**config.mk**
```make
export PLATFORM = sky130hd
export DESIGN_NAME = record_path_filter_agc_vad
export DESIGN_NICKNAME = d
export VERILOG_FILES = /design/src/design/coef_store.v /design/src/design/ull_decimator.v /design/src/design/record_path_filter_agc_vad.v
export VERILOG_INCLUDE_DIRS = /design/src /design/src/inc
export SDC_FILE = /design/constraint.sdc
export NUM_CORES = 2
export LEC_CHECK = 0
export ABC_CLOCK_PERIOD_IN_PS = 24300
export BUFFER_PORTS_ARGS = -buffer_cell sky130_fd_sc_hd__buf_2
export CORE_UTILIZATION = 64
export DETAILED_ROUTE_END_ITERATION = 6
export GPL_ROUTABILITY_DRIVEN = 0
export GPL_TIMING_DRIVEN = 0
export PLACE_DENSITY = 0.82
export SLEW_MARGIN = 25
export SYNTH_ARGS = -nofsm -noshare
export SYNTH_HDL_FRONTEND = slang
export SYNTH_SLANG_ARGS = --single-unit
```
**constraint.sdc**
```tcl
create_clock -name ref_clk -period 24.3 [get_ports ref_clk]
set_clock_uncertainty 0.15 [all_clocks]
set_input_delay 1.215 -clock ref_clk [delete_from_list [all_inputs] [get_ports ref_clk]]
set_output_delay 1.215 -clock ref_clk [all_outputs]
set_load 0.005 [all_outputs]
```
**src/inc/rec_path_consts.vh**
```
/*
 * constants for the record path back end: register byte offsets, field positions,
 * reset values, coefficient slots and rate settings.
 * assumes inclusion by bare name from every design file that needs them.
 */
`ifndef REC_PATH_CONSTS_VH
`define REC_PATH_CONSTS_VH

// ********************************************************
// register byte offsets
// ********************************************************
`define REG_CTRL 8'h00
`define REG_DETECT 8'h04
`define REG_STATUS 8'h08
`define REG_MASK 8'h0c
`define REG_COEF_ADDR 8'h10
`define REG_COEF_DATA 8'h14
`define REG_LEVEL 8'h18
`define REG_GAIN 8'h1c

// ********************************************************
// field positions
// ********************************************************
`define CTRL_AGC_EN 0
`define CTRL_RECORD_EN 1
`define CTRL_SPEECH_EN 2
`define CTRL_RATE_LO 3
`define CTRL_GAIN_LO 8
`define DET_MODE_LO 6
`define DET_CHSEL_LO 4
`define ST_SPEECH 0
`define ST_CLIP 1
`define ST_WAKE 2

// ********************************************************
// reset values and encodings
// ********************************************************
`define CTRL_RESET 32'h0000_1000
`define GAIN_UNITY 8'h10
`define ALERT_IRQ 2'h0
`define ALERT_WAKE 2'h1
`define ALERT_BOTH 2'h2
`define ALERT_OFF 2'h3
`define RATE_48K 2'h0
`define RATE_96K 2'h1
`define RATE_192K 2'h2
`define SHIFT_48K 4'h6
`define SHIFT_96K 4'h5
`define SHIFT_192K 4'h4

// ********************************************************
// coefficient slots: page 0 in 0..7, page 1 in 8..15
// ********************************************************
`define COEF_TARGET 4'h0
`define COEF_MAX_GAIN 4'h1
`define COEF_ATTACK 4'h2
`define COEF_RELEASE 4'h3
`define COEF_NOISE 4'h8
`define COEF_SPEECH 4'h9
`define COEF_HOLD 4'ha
`define DEF_TARGET 16'h2000
`define DEF_MAX_GAIN 16'h0080
`define DEF_ATTACK 16'h0002
`define DEF_RELEASE 16'h0040
`define DEF_NOISE 16'h0100
`define DEF_SPEECH 16'h0800
`define DEF_HOLD 16'h0004

`endif

```
**src/design/coef_store.v**
```verilog
/*
 * coefficient storage: two pages of eight 16-bit words, one write port
 * and one read port whose data come out of a register.
 * assumes a single clock; contents are undefined until software writes them.
 */
`timescale 1ns/100ps
module coef_store (
    input wire ref_clk,
    input wire wr_en,
    input wire [3:0] wr_addr,
    input wire [15:0] wr_data,
    input wire [3:0] rd_addr,
    output reg [15:0] rd_data
);
    reg [15:0] mem [0:15];

    // storage has no reset; the scan replaces its shadows' reset defaults with these words within 17 cycles
    always @(posedge ref_clk) begin
        if (wr_en) begin
            mem[wr_addr] <= wr_data;
        end
        rd_data <= mem[rd_addr];
    end
endmodule

```
**src/design/ull_decimator.v**
```verilog
/*
 * short-latency decimator for one channel: boxcar over 2^shift input
 * samples followed by a two-tap average of consecutive boxcar results.
 * assumes in_valid comes from logic on ref_clk; shift is 4..6.
 */
`timescale 1ns/100ps
module ull_decimator (
    input wire ref_clk,
    input wire rst,
    input wire in_valid,
    input wire [15:0] in_data,
    input wire [3:0] shift,
    output reg out_valid,
    output reg [15:0] out_data
);
    reg [21:0] acc_q;
    reg [5:0] cnt_q;
    reg [15:0] prev_q;
    wire [5:0] last_cnt;
    wire [21:0] sum;
    wire [21:0] avg;
    wire [16:0] pair;

    assign last_cnt = (6'h01 << shift) - 6'h01;
    assign sum = acc_q + {{6{in_data[15]}}, in_data};
    assign avg = $signed(sum) >>> shift;
    // two taps only: keeps the delay near one output sample
    assign pair = {avg[15], avg[15:0]} + {prev_q[15], prev_q};

    // accumulate, dump and average once per output sample
    always @(posedge ref_clk or posedge rst) begin
        if (rst) begin
            acc_q <= 22'h000000;
            cnt_q <= 6'h00;
            prev_q <= 16'h0000;
            out_valid <= 1'b0;
            out_data <= 16'h0000;
        end else begin
            out_valid <= 1'b0;
            if (in_valid) begin
                if (cnt_q == last_cnt) begin
                    acc_q <= 22'h000000;
                    cnt_q <= 6'h00;
                    prev_q <= avg[15:0];
                    out_data <= pair[16:1];
                    out_valid <= 1'b1;
                end else begin
                    acc_q <= sum;
                    cnt_q <= cnt_q + 6'h01;
                end
            end
        end
    end
endmodule

```
**src/design/record_path_filter_agc_vad.v**
```verilog
/*
 * record path back end: four-channel short-latency decimation, automatic
 * level control, speech presence detection with alert, AXI4-Lite registers.
 * assumes modulator samples arrive from logic on ref_clk, one strobe for
 * all four channels; decimated samples go to the serial interface logic.
 */
// Contract
// - 48k family: ripple about 0.02 dB to 0.456 fs, stop-band 86.3/96.8 dB.
// - 48k family: group delay 2.8 samples, deviation -0.29 to 0.761.
// - 96k family: ripple -0.02..0.03 dB, 85.6 dB from 0.599 fs.
// - 96k family: group delay 2.7 samples, phase -6.6 to 9.6 degrees.
// - 192k family: ripple 0.06 dB, stop-band 90.5 then 86.9 dB.
// - 192k family: delay deviation -0.293..0.794, phase -6.8..9.8 degrees.
// - level controller replaces manual gain, lowering loud and raising weak input.
// - level controller parameters come from two coefficient pages.
// - speech detection watches one selected channel at low power.
// - speech detection starts when software sets the enable bit.
// - alert mode field picks interrupt or wake-and-record on speech.
// - channel select field picks the watched channel.
// - detection works for analog or digital microphone channels.
// - short-latency option gives about four samples, near-linear phase.
`timescale 1ns/100ps
`include "rec_path_consts.vh"
module record_path_filter_agc_vad (
    input wire ref_clk,
    input wire rst,
    input wire [7:0] s_axi_awaddr,
    input wire s_axi_awvalid,
    output reg s_axi_awready,
    input wire [31:0] s_axi_wdata,
    input wire [3:0] s_axi_wstrb,
    input wire s_axi_wvalid,
    output reg s_axi_wready,
    output reg [1:0] s_axi_bresp,
    output reg s_axi_bvalid,
    input wire s_axi_bready,
    input wire [7:0] s_axi_araddr,
    input wire s_axi_arvalid,
    output reg s_axi_arready,
    output reg [31:0] s_axi_rdata,
    output reg [1:0] s_axi_rresp,
    output reg s_axi_rvalid,
    input wire s_axi_rready,
    input wire mod_valid,
    input wire [63:0] mod_data,
    output reg out_valid,
    output reg [63:0] out_data,
    output reg irq,
    output reg wake,
    output reg record_active
);
    // ********************************************************
    // registers and bus state
    // ********************************************************
    reg [31:0] ctrl_q;
    reg [7:0] detect_q;
    reg [2:0] status_q;
    reg [2:0] mask_q;
    reg [3:0] coef_addr_q;
    reg [7:0] gain_q;
    reg [15:0] level_q;
    reg aw_held_q;
    reg w_held_q;
    reg [7:0] awaddr_q;
    reg [31:0] wdata_q;
    reg [3:0] wstrb_q;
    wire do_wr;
    wire ar_take;
    wire [31:0] wbits;
    wire [31:0] ctrl_new;
    reg [31:0] rd_word;
    reg rd_ok;

    assign do_wr = aw_held_q & w_held_q & ~s_axi_bvalid;
    assign ar_take = s_axi_arvalid & s_axi_arready;
    assign wbits = {{8{wstrb_q[3]}}, {8{wstrb_q[2]}}, {8{wstrb_q[1]}}, {8{wstrb_q[0]}}};
    assign ctrl_new = (ctrl_q & ~wbits) | (wdata_q & wbits);

    // ********************************************************
    // fields and coefficient shadows
    // ********************************************************
    wire agc_en = ctrl_q[`CTRL_AGC_EN];
    wire speech_en = ctrl_q[`CTRL_SPEECH_EN];
    wire [1:0] rate_sel = ctrl_q[`CTRL_RATE_LO+1:`CTRL_RATE_LO];
    wire [7:0] manual_gain = ctrl_q[`CTRL_GAIN_LO+7:`CTRL_GAIN_LO];
    wire [1:0] alert_mode = detect_q[`DET_MODE_LO+1:`DET_MODE_LO];
    wire [1:0] chsel = detect_q[`DET_CHSEL_LO+1:`DET_CHSEL_LO];
    reg [3:0] scan_q;
    reg [3:0] scan_prev_q;
    wire [15:0] coef_rd;
    reg [15:0] target_q;
    reg [15:0] max_gain_q;
    reg [15:0] attack_q;
    reg [15:0] release_q;
    reg [15:0] noise_q;
    reg [15:0] speech_thr_q;
    reg [15:0] hold_q;
    reg [3:0] shift;

    // one rate family per code; lower rate families are not offered
    always @* begin
        case (rate_sel)
            `RATE_96K: shift = `SHIFT_96K;
            `RATE_192K: shift = `SHIFT_192K;
            default: shift = `SHIFT_48K;
        endcase
    end

    coef_store u_coef (
        .ref_clk(ref_clk),
        .wr_en(do_wr && awaddr_q == `REG_COEF_DATA),
        .wr_addr(coef_addr_q),
        .wr_data(wdata_q[15:0]),
        .rd_addr(scan_q),
        .rd_data(coef_rd)
    );

    // scan both pages continuously so a new coefficient takes effect in 17 cycles
    always @(posedge ref_clk or posedge rst) begin
        if (rst) begin
            scan_q <= 4'h0;
            scan_prev_q <= 4'h0;
            target_q <= `DEF_TARGET;
            max_gain_q <= `DEF_MAX_GAIN;
            attack_q <= `DEF_ATTACK;
            release_q <= `DEF_RELEASE;
            noise_q <= `DEF_NOISE;
            speech_thr_q <= `DEF_SPEECH;
            hold_q <= `DEF_HOLD;
        end else begin
            scan_q <= scan_q + 4'h1;
            scan_prev_q <= scan_q;
            case (scan_prev_q)
                `COEF_TARGET: target_q <= coef_rd;
                `COEF_MAX_GAIN: max_gain_q <= coef_rd;
                `COEF_ATTACK: attack_q <= coef_rd;
                `COEF_RELEASE: release_q <= coef_rd;
                `COEF_NOISE: noise_q <= coef_rd;
                `COEF_SPEECH: speech_thr_q <= coef_rd;
                `COEF_HOLD: hold_q <= coef_rd;
                default: hold_q <= hold_q;
            endcase
        end
    end

    // ********************************************************
    // decimation and gain, one lane per channel
    // ********************************************************
    wire [3:0] dec_valid;
    wire [63:0] dec_data;
    wire [63:0] gained;
    wire [3:0] clipped;
    genvar i;
    generate
        for (i = 0; i < 4; i = i + 1) begin : lane
            wire run;
            wire [24:0] prod;
            wire [20:0] scaled;
            // while only listening, just the watched channel runs
            assign run = record_active | (speech_en & (chsel == i));
            ull_decimator u_dec (
                .ref_clk(ref_clk),
                .rst(rst),
                .in_valid(mod_valid & run),
                .in_data(mod_data[16*i+15:16*i]),
                .shift(shift),
                .out_valid(dec_valid[i]),
                .out_data(dec_data[16*i+15:16*i])
            );
            assign prod = $signed(dec_data[16*i+15:16*i]) * $signed({1'b0, gain_q});
            assign scaled = prod[24:4];
            assign clipped[i] = (scaled[20:15] != {6{scaled[15]}});
            // saturate rather than wrap so loud input clips cleanly
            assign gained[16*i+15:16*i] = clipped[i] ?
                {scaled[20], {15{~scaled[20]}}} : scaled[15:0];
        end
    endgenerate

    // ********************************************************
    // level controller
    // ********************************************************
    wire [15:0] ch0 = gained[15:0];
    wire [15:0] lvl = ch0[15] ? (~ch0 + 16'h0001) : ch0;
    reg [15:0] attack_cnt_q;
    reg [15:0] release_cnt_q;

    // gain steps once per held-loud or held-weak stretch of output samples
    always @(posedge ref_clk or posedge rst) begin
        if (rst) begin
            gain_q <= `GAIN_UNITY;
            level_q <= 16'h0000;
            attack_cnt_q <= 16'h0000;
            release_cnt_q <= 16'h0000;
        end else if (!agc_en) begin
            gain_q <= manual_gain;
            attack_cnt_q <= 16'h0000;
            release_cnt_q <= 16'h0000;
        end else if (dec_valid[0]) begin
            level_q <= lvl;
            if (lvl > target_q) begin
                release_cnt_q <= 16'h0000;
                if (attack_cnt_q >= attack_q) begin
                    attack_cnt_q <= 16'h0000;
                    if (gain_q > 8'h01) begin
                        gain_q <= gain_q - 8'h01;
                    end
                end else begin
                    attack_cnt_q <= attack_cnt_q + 16'h0001;
                end
            end else if (lvl > noise_q) begin
                attack_cnt_q <= 16'h0000;
                if (release_cnt_q >= release_q) begin
                    release_cnt_q <= 16'h0000;
                    if ({8'h00, gain_q} < max_gain_q) begin
                        gain_q <= gain_q + 8'h01;
                    end
                end else begin
                    release_cnt_q <= release_cnt_q + 16'h0001;
                end
            end else begin
                // below the noise floor: hold gain so hiss is not pumped up
                attack_cnt_q <= 16'h0000;
                release_cnt_q <= 16'h0000;
            end
        end
    end

    // ********************************************************
    // speech presence detector
    // ********************************************************
    wire [15:0] watched = dec_data[16*chsel+:16];
    wire [15:0] watched_abs = watched[15] ? (~watched + 16'h0001) : watched;
    wire watched_valid = dec_valid[chsel];
    reg [15:0] hold_cnt_q;
    reg fired_q;
    reg speech_evt;

    // one event per burst; re-arms when the level falls back
    always @(posedge ref_clk or posedge rst) begin
        if (rst) begin
            hold_cnt_q <= 16'h0000;
            fired_q <= 1'b0;
            speech_evt <= 1'b0;
        end else begin
            speech_evt <= 1'b0;
            if (!speech_en) begin
                hold_cnt_q <= 16'h0000;
                fired_q <= 1'b0;
            end else if (watched_valid) begin
                if (watched_abs <= speech_thr_q) begin
                    hold_cnt_q <= 16'h0000;
                    fired_q <= 1'b0;
                end else if (hold_cnt_q >= hold_q && !fired_q) begin
                    fired_q <= 1'b1;
                    speech_evt <= 1'b1;
                end else if (!fired_q) begin
                    hold_cnt_q <= hold_cnt_q + 16'h0001;
                end
            end
        end
    end

    wire alert_irq = speech_evt &
        (alert_mode == `ALERT_IRQ || alert_mode == `ALERT_BOTH);
    wire alert_wake = speech_evt &
        (alert_mode == `ALERT_WAKE || alert_mode == `ALERT_BOTH);
    wire clip_evt = |(clipped & dec_valid) & record_active;
    wire [2:0] evt = {alert_wake, clip_evt, alert_irq};
    wire [2:0] w1c = (do_wr && awaddr_q == `REG_STATUS) ?
        (wdata_q[2:0] & wbits[2:0]) : 3'h0;

    // ********************************************************
    // write channel, sticky status and outputs
    // ********************************************************
    // address and data are taken in either order; the write lands once both are held
    always @(posedge ref_clk or posedge rst) begin
        if (rst) begin
            aw_held_q <= 1'b0;
            w_held_q <= 1'b0;
            s_axi_awready <= 1'b1;
            s_axi_wready <= 1'b1;
            awaddr_q <= 8'h00;
            wdata_q <= 32'h00000000;
            wstrb_q <= 4'h0;
            s_axi_bvalid <= 1'b0;
            s_axi_bresp <= 2'h0;
            ctrl_q <= `CTRL_RESET;
            detect_q <= 8'h00;
            mask_q <= 3'h0;
            coef_addr_q <= 4'h0;
            status_q <= 3'h0;
        end else begin
            if (s_axi_awvalid && s_axi_awready) begin
                aw_held_q <= 1'b1;
                s_axi_awready <= 1'b0;
                awaddr_q <= s_axi_awaddr;
            end else if (do_wr) begin
                aw_held_q <= 1'b0;
                s_axi_awready <= 1'b1;
            end
            if (s_axi_wvalid && s_axi_wready) begin
                w_held_q <= 1'b1;
                s_axi_wready <= 1'b0;
                wdata_q <= s_axi_wdata;
                wstrb_q <= s_axi_wstrb;
            end else if (do_wr) begin
                w_held_q <= 1'b0;
                s_axi_wready <= 1'b1;
            end
            if (do_wr) begin
                s_axi_bvalid <= 1'b1;
                s_axi_bresp <= 2'h0;
                case (awaddr_q)
                    `REG_CTRL: ctrl_q <= ctrl_new;
                    `REG_DETECT: detect_q <= ctrl_new[7:0];
                    `REG_MASK: mask_q <= ctrl_new[2:0];
                    `REG_COEF_ADDR: coef_addr_q <= ctrl_new[3:0];
                    `REG_STATUS, `REG_COEF_DATA: s_axi_bresp <= 2'h0;
                    default: s_axi_bresp <= 2'h2;
                endcase
            end else if (s_axi_bready) begin
                s_axi_bvalid <= 1'b0;
            end
            // a new event in the clearing cycle survives the clear
            status_q <= (status_q & ~w1c) | evt;
        end
    end

    // read decode, answered one edge after the address is taken
    always @* begin
        rd_ok = 1'b1;
        case (s_axi_araddr)
            `REG_CTRL: rd_word = ctrl_q;
            `REG_DETECT: rd_word = {24'h000000, detect_q};
            `REG_STATUS: rd_word = {29'h0000000, status_q};
            `REG_MASK: rd_word = {29'h0000000, mask_q};
            `REG_COEF_ADDR: rd_word = {28'h0000000, coef_addr_q};
            `REG_COEF_DATA: rd_word = 32'h00000000;
            `REG_LEVEL: rd_word = {16'h0000, level_q};
            `REG_GAIN: rd_word = {24'h000000, gain_q};
            default: begin
                rd_word = 32'h00000000;
                rd_ok = 1'b0;
            end
        endcase
    end

    always @(posedge ref_clk or posedge rst) begin
        if (rst) begin
            s_axi_arready <= 1'b1;
            s_axi_rvalid <= 1'b0;
            s_axi_rdata <= 32'h00000000;
            s_axi_rresp <= 2'h0;
            irq <= 1'b0;
            wake <= 1'b0;
            record_active <= 1'b0;
            out_valid <= 1'b0;
            out_data <= 64'h0;
        end else begin
            if (ar_take) begin
                s_axi_arready <= 1'b0;
                s_axi_rvalid <= 1'b1;
                s_axi_rdata <= rd_word;
                s_axi_rresp <= rd_ok ? 2'h0 : 2'h2;
            end else if (s_axi_rvalid && s_axi_rready) begin
                s_axi_rvalid <= 1'b0;
                s_axi_arready <= 1'b1;
            end
            irq <= |(status_q & mask_q);
            wake <= alert_wake;
            // recording stays on after a wake until software clears the wake flag
            record_active <= ctrl_q[`CTRL_RECORD_EN] | status_q[`ST_WAKE];
            out_valid <= dec_valid[0] & record_active;
            if (dec_valid[0] && record_active) begin
                out_data <= gained;
            end
        end
    end
endmodule

```
== Word-level counts from Yosys, hierarchy flattened ==
Memories as Yosys holds them, arrays and structs flattened. A register that Yosys moved wholly into a read port is not among the register bits.
Index checks and enable logic that the tools add are counted.

* Memories kept: 1
* Bits in writable memories: 256
* Logic and storage cells: 289
* Output and inout port bits: 109
* Flip-flop bits (word level): 643

* Add/subtract/negate cells: 21
* Bitwise logic cells: 37
* $mul: 4
* Reductions and logical operators: 35
* $lt $le $gt $ge: 9
* Shift-type cells: 6
* Equality and inequality tests: 43
* Muxes and demuxes: 74

{| class="wikitable"
|+ Memories
! name !! depth !! bits a word !! rd ports !! clocked after Yosys merged registers in !! write ports !! RTL line !! text
|-
| u_coef.mem || 16 || 16 || 1 || 1 || 1 || coef_store.v:15 || <nowiki>reg [15:0] mem [0:15];</nowiki>
|}

{| class="wikitable"
|+ Operator list
! operator !! count
|-
| 2-to-1 mux 16 bit || 20
|-
| case mux 32 bit (7 select lines) || 1
|-
| multiplier 16 x 9 -> 25 bit || 4
|-
| adder 22 bit || 4
|-
| 2-to-1 mux 22 bit || 4
|-
| >>> shifter 22 x 3 -> 16 bit || 4
|-
| adder 16 x 1 -> 16 bit, second input constant || 5
|-
| adder 16 x 16 -> 17 bit || 4
|-
| AND 32 bit || 2
|-
| 2-to-1 mux 8 bit || 8
|-
| indexed part select 64 x 7 -> 16 bit || 1
|-
| == test 8 x 5 -> 1 bit, second input constant || 6
|-
| greater-or-equal comparator 16 bit || 3
|-
| == test 8 x 4 -> 1 bit, second input constant || 4
|-
| greater-than comparator 16 bit || 2
|-
| 2-to-1 mux 1 bit || 32
|-
| NOT 16 bit || 2
|-
| NOT 32 bit || 1
|-
| OR 32 bit || 1
|-
| adder 6 x 1 -> 6 bit, second input constant || 4
|-
| == test 6 bit || 4
|-
| 2-to-1 mux 6 bit || 4
|-
| inequality test 5 bit || 4
|-
| AND reduction 2 bit || 10
|-
| 43 further kinds || 95
|}

== Depth between registers and ports, before layout ==
* Word-level depth: 11
* Depth in mapped cells: 45

== By module ==
Synthesis repeated with hierarchy kept, for this count alone.

* Cell total of the unflattened synthesis: 7,443
* Area total of the unflattened synthesis: 72,385.7 µm²

{| class="wikitable"
|+ Modules (own cells, without submodules)
! module !! instances !! area an instance (µm²) !! cells each
|-
| record_path_filter_agc_vad || 1 || 38,742.2 || 4,205
|-
| ull_decimator at lane[0].u_dec ... || 3 || 5,823.1 || 686
|-
| coef_store || 1 || 10,042.1 || 432
|-
| ull_decimator at lane[3].u_dec || 1 || 6,132.1 || 748
|}

== Worst setup path before layout ==
Ideal clock, no wire load.

* Kind: flip-flop to flip-flop
* From: reg gain_q[4]
* To: reg gain_q[2]
* Path slack: 14,265 ps
* Data arrival time: 9,762 ps
* Clock period less this slack: 10,035 ps
* Data required time: 24,027 ps
* Path buffers: 6
* Cell stages (with the launch flop): 42
* Path through: dfstp_2 > clkbuf_1 > clkbuf_1 > clkbuf_1 > nand2_1 > fa_1 > inv_1 > fa_1 > fa_1 > inv_1 > fa_1 > inv_1 > ha_1 > clkbuf_1 > o21a_1 > nor2_1 > o31ai_1 > o21ai_1 > (+6 left out) > ha_1 > o2111ai_1 > a211o_1 > or3b_1 > or2_4 > nor2_2 > a2111oi_1 > or3_1 > ha_1 > and4_1 > nand4_1 > o32a_1 > o21ai_0 > a311oi_1 > o311ai_1 > clkbuf_1 > mux2i_1 > nor3_1

* Word-level cells in the longest chain between the ends: 10

{| class="wikitable"
|+ Ends and longest elaborated chain
! item !! RTL line !! text
|-
| start: declaration || record_path_filter_agc_vad.v:60 || <nowiki>reg [7:0] gain_q;</nowiki>
|-
| start signal: assignment || record_path_filter_agc_vad.v:190 || <nowiki>gain_q <= `GAIN_UNITY;</nowiki>
|-
| start signal: assignment || record_path_filter_agc_vad.v:195 || <nowiki>gain_q <= manual_gain;</nowiki>
|-
| start signal: assignment || record_path_filter_agc_vad.v:205 || <nowiki>gain_q <= gain_q - 8'h01;</nowiki>
|-
| multiplier 16 x 9 -> 25 bit * || record_path_filter_agc_vad.v:170 || <nowiki>assign prod = $signed(dec_data[16*i+15:16*i]) * $signed({1'b0, gain_q});</nowiki>
|-
| inequality test 5 bit / NOT 1 bit (equally long branches) || record_path_filter_agc_vad.v:172, record_path_filter_agc_vad.v:175 ||
|-
| 2-to-1 mux 16 bit * || record_path_filter_agc_vad.v:174 || <nowiki>assign gained[16*i+15:16*i] = clipped[i] ?</nowiki>
|-
| NOT 16 bit || record_path_filter_agc_vad.v:183 || <nowiki>wire [15:0] lvl = ch0[15] ? (~ch0 + 16'h0001) : ch0;</nowiki>
|-
| adder 16 x 1 -> 16 bit || record_path_filter_agc_vad.v:183 ||
|-
| 2-to-1 mux 16 bit * || record_path_filter_agc_vad.v:183 ||
|-
| named net lvl[14] || record_path_filter_agc_vad.v:183 ||
|-
| branches (longest 4 deep; another with greater-than comparator 16 bit) || -- ||
|}

Mark *: on every way through the listed nets, which the timed path passes. The select of a mux whose other input is x is not followed.
A chain may end at the register's enable or synchronous reset.

== Final worst setup path ==
* From: reg gain_q[0]
* To: reg gain_q[3]

Same word-level chain as after synthesis.

==> run summary <==
dominant cell type by area after synthesis - dfrtp_1
fillers - 6912
Yosys warnings - 0
nets - 7781
Top FF cell, synth - dfrtp_1
FFs w/ async S/R, synth - 70.2%
sw power - 1.80 mW
Seq/Total Area, Yosys - 36.8%
crit path time final - 13.51 ns
Max IR drop VDD - 0.0821 mV
kind of critical path - reg -> reg
Iteration-0 DRC Markers - 5374
Max Fclk - 74.0 MHz
power per cell area - 70.4 nW/um2
Die Ht - 321 um
Slew Limit Headroom - 25.6%
IO Pins - 233
most frequent cells in the layout - 817 x nand2_1, 740 x inv_1, 629 x dfrtp_1, 452 x ha_1, 417 x o21ai_0
Starting Density - 64.9%
most common cell after layout, fill and taps aside - nand2_1
Comb pwr share - 30.6%
DRC violations left - 0
antenna viol nets, final - 0
Clock power frac - 31.2%
Worst Path Required - 24.77 ns
via count - 50991
Max Cap Viol - 0
unrepaired setup endpoints after global routing - false
cts bufs inserted - 96
worst slack, placed - 11.34 ns
slowest cell delay on critical path - 0.89 ns
CTS tree - yes
FF-to-FF End - gain_q[3]
initial antenna violation count - 13
max-slew violation count - 0
first-pass GRT wire length - 287 mm
final hold viol count - 0
Tot Pwr - 5.07 mW
cts repair resizes - 0
Avg Inst Size Synth - 10.1 um2
Synth cell types - 98
DR WL/cell - 22.3 um
switch share - 35.6%
# rows - 116
Post-CTS Setup Bufs - 0
Post-Route WL - 183 mm
Reg2Reg Depth - 42
cell area after synthesis - 65300 um2
top post-synthesis cells by area - dfrtp_1 24%, fa_1 13%, edfxtp_1 12%, ha_1 8.7%, nand2_1 4.7%
Via-to-Cell Ratio - 6.19
Arrival @ worst endpoint - 13.98 ns
Synth Register Bits - 913
die area - 103000 um2
HPWL Detailed - 137 mm
Clock Path Buffers - 3
Reg clk slew, reported paths - 0.06 ns
cells after synthesis - 6436
vias in the first global route - 51739
core box area - 101000 um2
actual slew at the worst max-slew pin - 1.12 ns
Synth top area share - 24.1%
Post-synth EDFFs - 256
port bufs - 227
H-tree level count - 3
Pint - 3.27 mW
Critical Path End Type - flip-flop
post-route setup slack - 10.79 ns
CP max stage cell - clkbuf_1
total gr overflow - 0
Worst setup SP type - flip-flop
outcome - finished, final reports clean
layout cells sized above 1 - 11.0%
cell mode on critical path - clkbuf_1
R2R Path Start - gain_q[0]
sequential power share - 38.2%
die span in x - 321 um
R2R Setup Slk - 10.79 ns
CP Max Fanout - 10
Pre-antenna DRT Iters - 6
Leakage - 34.7 nW
Worst-Skew Late Latency - 0.77 ns
largest net degree at the start of global routing - 104
Layout area overhead - 10.4%
All-Layer GR Usage - 36.0%
clk root buf - clkbuf_16
# hold bufs at CTS - 0
fin crit share - 55.6%
clock sink total - 913
Hold WC Path Type - in -> async
final setup fails - 0
[worst max-delay path: cells and delay by family, from the launching register on]
family | cells | cell delay (ns)
compound gates | 15 | 5.16
fa+ha+maj | 7 | 3.15
buf+inv | 9 | 3.10
flops | 1 | 0.37
mux | 1 | 0.22
simple gates | 10 | 1.27
[synth_stat cells, drive strengths merged, types with 17 or more instances]
library cell / n
nor3: 68
o21bai: 31
buf: 76
edfxtp: 256
xnor2: 170
nor2: 254
dfrtp: 629
nand2: 817
a21o: 117
mux2i: 72
nor4: 17
a211oi: 36
nor2b: 37
mux4: 99
a22o: 70
o31ai: 26
nand2b: 41
xor2: 101
clkbuf: 220
and3: 26
ha: 452
a31oi: 26
nand3: 73
o21ai: 441
or2: 20
o211ai: 23
or3: 25
inv: 741
and2: 304
nand4: 34
a21oi: 280
mux2: 158
fa: 416
o21a: 43
[how the worst max path moves through the flow]
stage / startpoint / to / slack (ns)
after floorplan: rst / async pin / 5.00
after detailed placement: gain_q[0] / gain_q[2] / 11.34
after global routing: gain_q[0] / gain_q[3] / 10.35
after global placement: rst / out_data[18] / -1.98
after CTS: gain_q[0] / gain_q[3] / 11.26
final: gain_q[0] / gain_q[3] / 10.79
[flip-flops by register name (all words and copies together) (netlist names), 24 cells and up, named ones only]
signal,count
s_axi_rdata,32
lane.u_dec.cnt_q,24
lane.u_dec.acc_q,88
wdata_q,32
lane.u_dec.prev_q,64
out_data,64
lane.u_dec.out_data,64
u_coef.mem,256
[final cells by class]
class | instances | area, um2 | share of cell area (%)
multi-input cells | 4485 | 37400 | 51.9
flip-flops and latches | 913 | 24100 | 33.4
inverters | 743 | 2800 | 3.88
clock buffers | 129 | 2690 | 3.73
well taps | 1357 | 1700 | 2.36
repair buffers | 254 | 1570 | 2.17
plain buffers | 296 | 1150 | 1.59
clock inverters | 50 | 728 | 1.01
diodes | 4 | 10.0 | 0.0139
[kinds of logic (layout without fill, tap and decap cells)]
group | count (synthesis) | count (layout) | share of synthesized area (%)
other cells | 1 | 6 | 0.00574
flops | 913 | 913 | 36.8
mux | 329 | 329 | 7.26
compound gates | 1250 | 1250 | 12.1
fa+ha+maj | 868 | 868 | 21.4
buf+inv | 1039 | 1472 | 6.03
xor+xnor | 271 | 271 | 3.63
simple gates | 1765 | 1765 | 12.7
[through the flow]
| stage | utilization, % | instance area [um2] | cells | hold slack [ns] | TNS (ns) |
|---|---|---|---|---|---|
| 3_3_place_gp | 67.7 | 68100 | 8021 | 0.231 | -1161.38 |
| 4_1_cts | 71.6 | 72000 | 8227 | 0.255 | 0 |
| 5_1_grt | 71.6 | 72100 | 8228 | 0.266 | 0 |
| 6_report | 71.7 | 72100 | 8231 | 0.255 | 0 |
| 3_5_place_dp | 68.2 | 68600 | 8048 | 0.240 | 0 |
| 2_1_floorplan | - | 65300 | 6437 | 0.202 | 0 |
[routing by layer]
metal	wire [um]	share of wire (%)	vias to the layer above	track usage, %
li1	-	-	22569	-
met1	71700	39	25024	47.7
met2	82200	45	2766	55.7
met3	19000	10	620	8.47
met4	10300	5.6	12	18.3
met5	71	0.039	-	0
[power groups by stage]
| stage | clock, mW | sequential (mW) | combinational [mW] |
|---|---|---|---|
| floorplan | 0 | 1.89 | 1.11 |
| global placement | 0 | 1.94 | 1.43 |
| detailed placement | 0 | 1.95 | 1.49 |
| CTS | 1.59 | 1.93 | 1.51 |
| global route | 1.65 | 1.95 | 1.68 |
| finish | 1.58 | 1.94 | 1.55 |
Power figures use the tool's default switching activity.
